<file path="config.mk">
export PLATFORM = sky130hd
export DESIGN_NAME = uvf_fault_response
export DESIGN_NICKNAME = d
export VERILOG_FILES = /design/src/hw/uvf_fault_response.v /design/src/hw/uvf_debounce.v
export VERILOG_INCLUDE_DIRS = /design/src /design/src/hw
export SDC_FILE = /design/constraint.sdc
export NUM_CORES = 1
export LEC_CHECK = 0
export ABC_CLOCK_PERIOD_IN_PS = 2300
export BUFFER_PORTS_ARGS = -buffer_cell sky130_fd_sc_hd__buf_2
export CAP_MARGIN = 20
export CORE_UTILIZATION = 45
export CTS_CLUSTER_SIZE = 40
export DETAILED_ROUTE_END_ITERATION = 12
export PLACE_DENSITY = 0.69
export SETUP_SLACK_MARGIN = 0.02
export SYNTH_ARGS = -nofsm -noshare
export SYNTH_HDL_FRONTEND = slang
export SYNTH_SLANG_ARGS = --single-unit
export TNS_END_PERCENT = 30
</file>
<file path="constraint.sdc">
create_clock -name i_clk_sys -period 2.3 [get_ports i_clk_sys]
set_input_delay 0.115 -clock i_clk_sys [delete_from_list [all_inputs] [get_ports i_clk_sys]]
set_output_delay 0.115 -clock i_clk_sys [all_outputs]
set_load 0.005 [all_outputs]
</file>
<file path="src/hw/uvf_consts.vh">
`ifndef UVF_CONSTS_VH
`define UVF_CONSTS_VH

// register addresses
`define UVF_ADDR_UV_CFG    8'h0C
`define UVF_ADDR_OV_CFG    8'h0D
`define UVF_ADDR_STATUS    8'h40
`define UVF_UV_CFG_RESET   8'h00
`define UVF_OV_CFG_RESET   8'h00
`define UVF_RDATA_NONE     8'h00

// undervoltage config fields
`define UVF_UV_SEL_BIT     4
`define UVF_UV_CNT_HI      3
`define UVF_UV_CNT_LO      2
`define UVF_UV_MODE_HI     1
`define UVF_UV_MODE_LO     0

// overvoltage config fields
`define UVF_OV_HYS_BIT     7
`define UVF_OV_THR_HI      6
`define UVF_OV_THR_LO      5
`define UVF_OV_THR_OFF     2'h0

// response modes
`define UVF_MODE_RECOVER   2'h0
`define UVF_MODE_LATCH     2'h1

// debounce counter
`define UVF_DB_W           5
`define UVF_DB_BASE        5'h02
`define UVF_DB_ZERO        5'h00
`define UVF_DB_ONE         5'h01

// off time before restart, in switching periods
`define UVF_DLY_W          8
`define UVF_RETRY_PERIODS  8'h40
`define UVF_DLY_ZERO       8'h00
`define UVF_DLY_ONE        8'h01

// pin synchroniser width and bit positions
`define UVF_PIN_W          8
`define UVF_PIN_EN         0
`define UVF_PIN_TICK       1
`define UVF_PIN_HALF       2
`define UVF_PIN_3Q         3
`define UVF_PIN_FALL       4
`define UVF_PIN_SSDONE     5
`define UVF_PIN_OTP        6
`define UVF_PIN_OC         7
`define UVF_PIN_RESET      8'h00

`endif

</file>
<file path="src/hw/uvf_fault_response.v">
`timescale 1ns/1ns
`default_nettype none
`include "uvf_consts.vh"

module uvf_fault_response (
   // clock and reset
   input  wire       i_clk_sys,
   input  wire       i_rst,
   // register port from serial interface
   input  wire       i_reg_wr_en,
   input  wire [7:0] i_reg_addr,
   input  wire [7:0] i_reg_wdata,
   output wire [7:0] o_reg_rdata,
   // analog and power stage pins
   input  wire       i_en,
   input  wire       i_sw_tick,
   input  wire       i_fb_below_half,
   input  wire       i_fb_below_3q,
   input  wire       i_vout_falling,
   input  wire       i_ss_done,
   input  wire       i_otp,
   input  wire       i_oc_event,
   // converter control
   output wire       o_switch_enable,
   output wire       o_soft_start,
   output wire       o_hiccup,
   output wire       o_latched_off,
   output wire       o_uv_fault,
   output wire       o_current_limit_en,
   output wire       o_oc_response_apply,
   output wire       o_uv_threshold_select,
   // input overvoltage settings
   output wire       o_input_ov_enable,
   output wire [1:0] o_input_ov_threshold,
   output wire       o_input_ov_hysteresis
);

   localparam [5:0] ST_STOP   = 6'h01;
   localparam [5:0] ST_SS     = 6'h02;
   localparam [5:0] ST_RUN    = 6'h04;
   localparam [5:0] ST_DELAY  = 6'h08;
   localparam [5:0] ST_HICCUP = 6'h10;
   localparam [5:0] ST_LATCH  = 6'h20;

   reg  [7:0]            uv_cfg_reg;
   reg  [7:0]            ov_cfg_reg;
   reg  [7:0]            rdata_reg;
   reg  [7:0]            rdata_next;
   reg  [`UVF_PIN_W-1:0] pin_meta_reg;
   reg  [`UVF_PIN_W-1:0] pin_sync_reg;
   reg                   tick_prev_reg;
   reg  [5:0]            state_reg;
   reg  [5:0]            state_next;
   reg                   retried_reg;
   reg                   retried_next;
   reg  [`UVF_DLY_W-1:0] dly_reg;
   reg  [`UVF_DLY_W-1:0] dly_next;
   reg                   uv_out_reg;
   reg                   sw_out_reg;
   reg                   ss_out_reg;
   reg                   hic_out_reg;
   reg                   latch_out_reg;
   reg                   oc_out_reg;

   wire       en_s;
   wire       tick_s;
   wire       otp_s;
   wire       oc_s;
   wire       tick;
   wire       uv_sel;
   wire [1:0] uv_mode;
   wire       uv_below;
   wire       uv_cond;
   wire       uv_trip;
   wire       in_ss;

   // configuration registers
   always @(posedge i_clk_sys) begin
      if (i_rst) begin
         uv_cfg_reg <= `UVF_UV_CFG_RESET;
         ov_cfg_reg <= `UVF_OV_CFG_RESET;
      end else if (i_reg_wr_en) begin
         if (i_reg_addr == `UVF_ADDR_UV_CFG)
            uv_cfg_reg <= i_reg_wdata;
         if (i_reg_addr == `UVF_ADDR_OV_CFG)
            ov_cfg_reg <= i_reg_wdata;
      end
   end

   always @* begin
      case (i_reg_addr)
         `UVF_ADDR_UV_CFG: rdata_next = uv_cfg_reg;
         `UVF_ADDR_OV_CFG: rdata_next = ov_cfg_reg;
         `UVF_ADDR_STATUS: rdata_next = {2'h0, state_reg};
         default:          rdata_next = `UVF_RDATA_NONE;
      endcase
   end

   // two-stage pin synchroniser
   always @(posedge i_clk_sys) begin
      if (i_rst) begin
         pin_meta_reg  <= `UVF_PIN_RESET;
         pin_sync_reg  <= `UVF_PIN_RESET;
         tick_prev_reg <= 1'b0;
         rdata_reg     <= `UVF_RDATA_NONE;
      end else begin
         pin_meta_reg  <= {i_oc_event, i_otp, i_ss_done, i_vout_falling,
                           i_fb_below_3q, i_fb_below_half, i_sw_tick, i_en};
         pin_sync_reg  <= pin_meta_reg;
         tick_prev_reg <= tick_s;
         rdata_reg     <= rdata_next;
      end
   end

   assign en_s    = pin_sync_reg[`UVF_PIN_EN];
   assign tick_s  = pin_sync_reg[`UVF_PIN_TICK];
   assign otp_s   = pin_sync_reg[`UVF_PIN_OTP];
   assign oc_s    = pin_sync_reg[`UVF_PIN_OC];
   assign tick    = tick_s & ~tick_prev_reg;

   assign uv_sel  = uv_cfg_reg[`UVF_UV_SEL_BIT];
   assign uv_mode = uv_cfg_reg[`UVF_UV_MODE_HI:`UVF_UV_MODE_LO];
   assign in_ss   = (state_reg == ST_SS);

   // trip level: three quarters when set, else half
   assign uv_below = uv_sel ? pin_sync_reg[`UVF_PIN_3Q]
                            : pin_sync_reg[`UVF_PIN_HALF];
   // only on a falling output, never during soft start, oc has priority
   assign uv_cond  = uv_below & pin_sync_reg[`UVF_PIN_FALL]
                   & ~in_ss
                   & ~oc_s
                   & (state_reg == ST_RUN);

   uvf_debounce u_debounce (
      .i_clk_sys   (i_clk_sys),
      .i_rst       (i_rst),
      .i_cond      (uv_cond),
      .i_tick      (tick),
      .i_count_sel (uv_cfg_reg[`UVF_UV_CNT_HI:`UVF_UV_CNT_LO]),
      .o_trip      (uv_trip)
   );

   // response state machine, held off while enable is low
   always @* begin
      state_next   = state_reg;
      retried_next = retried_reg;
      dly_next     = dly_reg;
      case (state_reg)
         ST_STOP: begin
            retried_next = 1'b0;
            if (en_s)
               state_next = ST_SS;
         end
         ST_SS: begin
            if (pin_sync_reg[`UVF_PIN_SSDONE])
               state_next = ST_RUN;
         end
         ST_RUN: begin
            if (uv_trip) begin
               dly_next = `UVF_RETRY_PERIODS;
               if (uv_mode == `UVF_MODE_LATCH)
                  state_next = ST_LATCH;
               else if (uv_mode == `UVF_MODE_RECOVER) begin
                  state_next   = retried_reg ? ST_HICCUP : ST_DELAY;
                  retried_next = 1'b1;
               end
               // other modes keep switching
            end
         end
         ST_DELAY, ST_HICCUP: begin
            if (dly_reg == `UVF_DLY_ZERO)
               state_next = ST_SS;
            else if (tick)
               dly_next = dly_reg - `UVF_DLY_ONE;
         end
         ST_LATCH: begin
            state_next = ST_LATCH;
         end
         default: begin
            state_next = ST_STOP;
         end
      endcase
      if (!en_s)
         state_next = ST_STOP;
   end

   always @(posedge i_clk_sys) begin
      if (i_rst) begin
         state_reg   <= ST_STOP;
         retried_reg <= 1'b0;
         dly_reg     <= `UVF_DLY_ZERO;
      end else begin
         state_reg   <= state_next;
         retried_reg <= retried_next;
         dly_reg     <= dly_next;
      end
   end

   // registered control outputs
   always @(posedge i_clk_sys) begin
      if (i_rst) begin
         uv_out_reg    <= 1'b0;
         sw_out_reg    <= 1'b0;
         ss_out_reg    <= 1'b0;
         hic_out_reg   <= 1'b0;
         latch_out_reg <= 1'b0;
         oc_out_reg    <= 1'b0;
      end else begin
         uv_out_reg    <= uv_trip;
         sw_out_reg    <= ((state_next == ST_RUN) | (state_next == ST_SS))
                          & ~otp_s;
         ss_out_reg    <= (state_next == ST_SS);
         hic_out_reg   <= (state_next == ST_HICCUP);
         latch_out_reg <= (state_next == ST_LATCH);
         oc_out_reg    <= oc_s;
      end
   end

   assign o_reg_rdata           = rdata_reg;
   assign o_uv_fault            = uv_out_reg;
   assign o_switch_enable       = sw_out_reg;
   assign o_soft_start          = ss_out_reg;
   assign o_hiccup              = hic_out_reg;
   assign o_latched_off         = latch_out_reg;
   assign o_oc_response_apply   = oc_out_reg;
   // current limits stay armed whenever switching, soft start included
   assign o_current_limit_en    = sw_out_reg;
   assign o_uv_threshold_select = uv_cfg_reg[`UVF_UV_SEL_BIT];
   assign o_input_ov_hysteresis = ov_cfg_reg[`UVF_OV_HYS_BIT];
   assign o_input_ov_threshold  = ov_cfg_reg[`UVF_OV_THR_HI:`UVF_OV_THR_LO];
   assign o_input_ov_enable     = (ov_cfg_reg[`UVF_OV_THR_HI:`UVF_OV_THR_LO]
                                   != `UVF_OV_THR_OFF);

endmodule // uvf_fault_response
`default_nettype wire

</file>
<file path="src/hw/uvf_debounce.v">
`timescale 1ns/1ns
`default_nettype none
`include "uvf_consts.vh"

module uvf_debounce (
   // clock and reset
   input  wire                 i_clk_sys,
   input  wire                 i_rst,
   // condition and switching period pulse
   input  wire                 i_cond,
   input  wire                 i_tick,
   input  wire [1:0]           i_count_sel,
   // result
   output wire                 o_trip
);

   reg  [`UVF_DB_W-1:0] count_reg;
   reg  [`UVF_DB_W-1:0] count_next;
   wire [`UVF_DB_W-1:0] target;

   function [`UVF_DB_W-1:0] db_target;
      input [1:0] sel;
      begin
         db_target = `UVF_DB_BASE << sel;
      end
   endfunction

   assign target = db_target(i_count_sel);
   assign o_trip = (count_reg >= target);

   always @* begin
      count_next = count_reg;
      if (!i_cond)
         count_next = `UVF_DB_ZERO;
      else if (i_tick && count_reg < target)
         count_next = count_reg + `UVF_DB_ONE;
   end

   always @(posedge i_clk_sys) begin
      if (i_rst)
         count_reg <= `UVF_DB_ZERO;
      else
         count_reg <= count_next;
   end

endmodule // uvf_debounce
`default_nettype wire

</file>
==> run_results.csv, run 1 <==
group,metric,value,unit
floorplanning,start_util,47.3,%
drt,ant_nets,0,
clocking,clock_path_buffers,2,
sta,fmax,0.453,GHz
floorplanning,die_x,81.3,um
yosys,netlist_top_cells_count,"67 x dfxtp_1, 31 x nor2_1, 22 x a21oi_1",
drt,routed_via_density,5.28,
yosys,yosys.cell_count.top_type,"dfxtp_1",
sta,slew_violations,0,
pwr,finalPower,2.37,mW
floorplanning,io_pins,47,
global_routing,grt_pass1_wl,9480,um
global_routing,grt_max_degree,36,
clocking,numCtsBuffers,9,
setup_path,crit_start,"dly_reg[4]",
final_layout,insertedDiodeCount,0,
setup_path,endpoint_kind,"register",
clocking,cts.sinks,67,
global_routing,antenna_found_initial,0,
status,outcome,"complete, no violations",
setup_path,critPathMaxFanout,7,
sta,fin_crit_sh,95.9,%
floorplanning,die_area,6620,sq um
yosys,syn_nets,333,
yosys,async_reset_ff_share,0,%
setup_path,cpLargestDelayFamily,"simple AND/OR/NAND/NOR gates",
setup_path,crit_chain,"or4_4 > or4b_4 > and3_4 > o2111a_1 > a211oi_2",
pwr,irDropWorstVdd,0.402,mV
clocking,insertion_delay,0.35,ns
sta,finalHoldViolations,0,
placement,gp_congestion,0.865,
sta,rsz0062_at_grt,"yes",
global_routing,first_global_vias,2060,
worst_hold_path,min-delay-start,"i_ss_done",
floorplanning,die_height,81.3,um
floorplanning,rows,28,
final_layout,area_growth,20.1,%
sta,setup_viol,0,
yosys,synth_area,2830,sq um
setup_path,crit_type,"reg2reg",
yosys,synth_seq_cells,67,
sta,finalCriticalPeriod,2.21,ns
placement,place_area,3100,sq um
sta,tightest_slew,0.620,ns
setup_path,crit_path_start_kind,"register",
pwr,p_per_area,697,nW/um^2
setup_path,slowest_delay,0.60,ns
clocking,cts_tree,"yes",
clocking,cts-root-buf,"clkbuf_8",
floorplanning,core-area,5990,sq um
yosys,postSynthAreaPerCell,9.47,sq um
yosys,yosysSeqAreaShare,47.3,%
job,cap_violations,0,
worst_hold_path,hold_path.class,"in2reg",
sta,timing.setup.tns,0,ns
sta,fin_skew,0.00871,ns
setup_path,crit_buf_inv,0,
setup_path,reg2reg_from,"dly_reg[4]",
final_layout,final_cell_area,3400,sq um
yosys,synth_warnings,0,
final_layout,nets,386,
yosys,synthFlopType,"dfxtp_1",
global_routing,overflow,0,
setup_path,critPathSlowestCell,"or4b_4",
yosys,synth_top_area_share,47.3,%
yosys,synth-edff-count,0,
yosys,post_synth_inst_count,299,
clocking,htreeDepth,3,
placement,dp_hpwl,4030,um
sta,slew_headroom,58.6,%
yosys,yosysUniqueCellTypes,53,
drt,drc_errors,0,
clocking,path_clk_slew,0.06,ns
drt,drt-initial-drc-count,134,
pwr,leakage,1.36,nW
placement,port_buffers,46,
drt,vias,2281,
drt,first_pass_iters,4,
final_layout,layout-drive-gt1-share,25.2,%
setup_path,cp.required,2.56,ns
clocking,postCtsSetupBuffers,0,
yosys,yosys-top-cells-area,"dfxtp_1 47%, nor2b_1 4.4%, nor2_1 4.1%, a21oi_1 3.9%, mux2i_1 3.5%",
setup_path,arrival,2.47,ns
drt,wl_per_cell,13.5,um
yosys,yosys.area.top_type,"dfxtp_1",
drt,wirelength,5830,um
global_routing,grt_usage,19.5,%
-- power breakdown --
| group | leakage (nW) | internal [mW] | total, mW | switching, mW |
|---|---|---|---|---|
| clock | 0.108 | 0.639 | 1.10 | 0.457 |
| combinational | 0.703 | 0.0460 | 0.0942 | 0.0481 |
| sequential | 0.543 | 1.18 | 1.18 | 0.00524 |
-- area by class of cell --
class | count | area (sq um)
tap | 75 | 93.8
sequential | 67 | 1340
clock buffer | 10 | 138
inverter | 7 | 26.3
timing repair buffer | 64 | 383
clock inverter | 6 | 88.8
fill | 545 | 2590
multi-input combinational | 203 | 1330
-- layer usage --
metal	GRT usage, %	up-vias	part of all wire [%]
met1	25.1	1091	47
li1	-	1148	-
met5	0	-	0
met3	5.06	6	3.8
met4	9.29	0	1.4
met2	30.1	36	47
-- placed cells by master (no fill, tap or decap), types with 2 or more instances in the layout --
cell type and instances:
a211oi_1 2, a21oi_1 22, a22o_1 6, a22oi_1 6
and2_1 2, and3_1 2, buf_2 46, buf_4 11
bufinv_16 2, clkbuf_8 10, clkinvlp_4 2, dfxtp_1 67
dlygate4sd3_1 7, ha_1 7, inv_1 7, mux2i_1 10
nand2_1 16, nand2b_1 2, nand3_1 14, nand3b_1 2
nand4_1 6, nor2_1 31, nor2b_1 20, nor3_1 4
nor3b_1 3, nor4_1 3, o21ai_0 3, o22ai_1 2
or2_2 4, or4_1 3, xnor2_1 2, xor2_1 8
-- per-stage QoR --
step,utilization [%],hold slack [ns],setup slack [ns],std cells
floorplan,-,0.243,0.0378,299
global placement,51.8,0.324,0.155,409
detailed placement,51.8,0.328,0.102,409
CTS,56.7,0.000555,0.0863,432
global route,56.8,0.0134,0.0129,432
finish,56.8,0.0125,0.0935,432
-- path summary, 6_finish.rpt --
kind	end	slack [ns]	cells past startpoint
max	dly_reg[6]	0.09	5
min	pin_meta_reg[5]	0.01	2
max reg2reg	dly_reg[6]	0.09	5
min reg2reg	o_current_limit_en	0.43	1
-- cells by family (layout without fill, tap and decap cells) --
logic type,after synthesis,count (layout),synth area share (%)
simple gates,122,122,23.7
flops,67,67,47.3
compound gates,53,53,12.8
buf+inv,29,87,6.05
mux,11,11,3.93
xor+xnor,10,10,3.09
fa+ha+maj,7,7,3.09
-- repair_timing --
action / CTS / global route
endpoints found under the hold margin: 7 / 0
gates resized for setup: 0 / 2
endpoints found under the setup margin: 0 / 2
hold buffers: 7 / 0
No activity file was read; power rests on OpenSTA's default activity.
==> run 2, diff against run 1 <==
- CORE_ASPECT_RATIO: not set -> 1.1
==> run 2 against run 1 <==
Net effect: global-route usage shrank 1.6 points; combinational power about the same; utilization up 0.86 points; register-to-register slack worse by 0.06 ns; worst setup slack worse by 0.057 ns; die area about the same.
==> run_results.csv, run 2 (synthesis gave the netlist of run 1 again) <==
group,metric,value,unit
pwr,leakage,1.36,nW
setup_path,arrival,2.52,ns
clocking,path_clk_slew,0.07,ns
global_routing,first_global_vias,1988,
drt,drc_errors,0,
worst_hold_path,whs_path_depth,3,
setup_path,endpoint_kind,"register",
drt,wl_per_cell,12.6,um
drt,first_pass_iters,4,
global_routing,grt_usage,17.9,%
drt,drt-initial-drc-count,60,
drt,routed_via_density,5.14,
floorplanning,die_height,85.2,um
clocking,cts_tree,"yes",
clocking,cts-root-buf,"clkbuf_8",
sta,fmax,0.442,GHz
sta,finalCriticalPeriod,2.26,ns
placement,dp_hpwl,3770,um
sta,fin_crit_sh,98.4,%
setup_path,ff2ff_setup_slack,0.04,ns
pwr,p_per_area,696,nW/um^2
clocking,cts.sinks,67,
setup_path,cp.required,2.56,ns
final_layout,final_common_cell,"dfxtp_1",
floorplanning,io_pins,47,
setup_path,crit_path_start_kind,"register",
sta,setup_viol,0,
floorplanning,die_area,6620,sq um
sta,fin_skew,0.00697,ns
floorplanning,rows,29,
sta,slew_violations,0,
drt,vias,2230,
final_layout,final_cell_mix,"67 x dfxtp_1, 46 x buf_2, 31 x nor2_1, 22 x a21oi_1, 20 x nor2b_1",
clocking,htreeDepth,3,
clocking,clock_path_buffers,2,
setup_path,critPathMaxFanout,7,
final_layout,nets,386,
pwr,irDropWorstVdd,0.376,mV
clocking,numCtsBuffers,9,
worst_hold_path,min-delay-start,"i_reg_wdata[7]",
placement,place_area,3100,sq um
final_layout,insertedDiodeCount,0,
worst_hold_path,hold_path.class,"in2reg",
floorplanning,start_util,47.9,%
final_layout,layout-drive-gt1-share,24.4,%
floorplanning,die_x,77.7,um
sta,finalHoldViolations,0,
clocking,insertion_delay,0.34,ns
global_routing,antenna_found_initial,0,
sta,tightest_slew,0.587,ns
setup_path,reg2reg_from,"dly_reg[4]",
setup_path,r2r_end,"dly_reg[6]",
global_routing,grt_max_degree,31,
final_layout,final_cell_area,3410,sq um
pwr,finalPower,2.37,mW
setup_path,crit_type,"reg2reg",
placement,port_buffers,46,
clocking,postCtsSetupBuffers,0,
drt,wirelength,5470,um
drt,ant_nets,0,
floorplanning,core-area,5910,sq um
global_routing,grt_pass1_wl,9120,um
setup_path,timing.reg2reg.worst_path_depth,5,
final_layout,area_growth,20.4,%
worst_hold_path,hold_end,"uv_cfg_reg[7]",
status,outcome,"complete, no violations",
job,cap_violations,0,
global_routing,overflow,0,
sta,slew_headroom,60.9,%
final_layout,fillers,531,
sta,rsz0062_at_grt,"yes",
placement,gp_congestion,0.851,
==> run 2: timing repair <==
item	CTS	global route
hold buffers	8	0
endpoints found under the setup margin	0	2
gates resized for setup	0	1
hold endpoints to repair	8	0
==> run 2: metal layers <==
layer / part of all wire [%] / wire, um / track usage [%] / vias to the layer above
met4: 2.1 / 113 / 8.75 / 0
met3: 5.5 / 303 / 4.95 / 13
met2: 45 / 2440 / 28.6 / 72
met1: 48 / 2610 / 22.1 / 997
met5: 0 / 0 / 0 / -
li1: - / - / - / 1148
==> run 2: through the flow <==
step                hold WS (ns)  util [%]  setup TNS (ns)  worst slack [ns]  instances
global route              0.0218      57.6        -0.00983          -0.00983        434
finish                    0.0328      57.6               0            0.0360        434
global placement           0.325      52.3               0             0.141        410
CTS                       0.0162      57.5               0            0.0587        434
floorplan                  0.243         -               0            0.0378        299
detailed placement         0.327      52.3               0            0.0554        410
==> run 2: worst max path at each step <==
stage / from / endpoint / slack [ns] / depth (start not counted)
after floorplan: dly_reg[4] / dly_reg[6] / 0.04 / 7
after global placement: dly_reg[4] / dly_reg[6] / 0.14 / 5
after detailed placement: dly_reg[4] / dly_reg[6] / 0.06 / 5
after CTS: dly_reg[4] / dly_reg[6] / 0.06 / 5
after global routing: dly_reg[4] / dly_reg[6] / -0.01 / 5
final: dly_reg[4] / dly_reg[6] / 0.04 / 5
==> run 2: worst max-delay path: stages, from the launching register on <==
cell and delay [ns]:
dfxtp_1 0.34, or4_1 0.58, or4b_4 0.59, and3_4 0.22, o2111a_1 0.25, a211oi_2 0.20
==> run 2: where the power goes <==
group / leakage (nW) / internal, mW / switching (mW) / total [mW]
clock network: 0.113 / 0.668 / 0.429 / 1.10
logic: 0.705 / 0.0464 / 0.0475 / 0.0939
registers: 0.543 / 1.18 / 0.00462 / 1.18
total: 1.36 / 1.89 / 0.481 / 2.37
==> run 2: final cells by class <==
cell class	instances	area (sq um)	area share, %
flip-flops and latches	67	1340	39.3
multi-input cells	203	1330	39.1
repair buffers	64	385	11.3
clock buffers	12	155	4.55
well taps	77	96.3	2.83
clock inverters	4	72.6	2.13
inverters	7	26.3	0.771
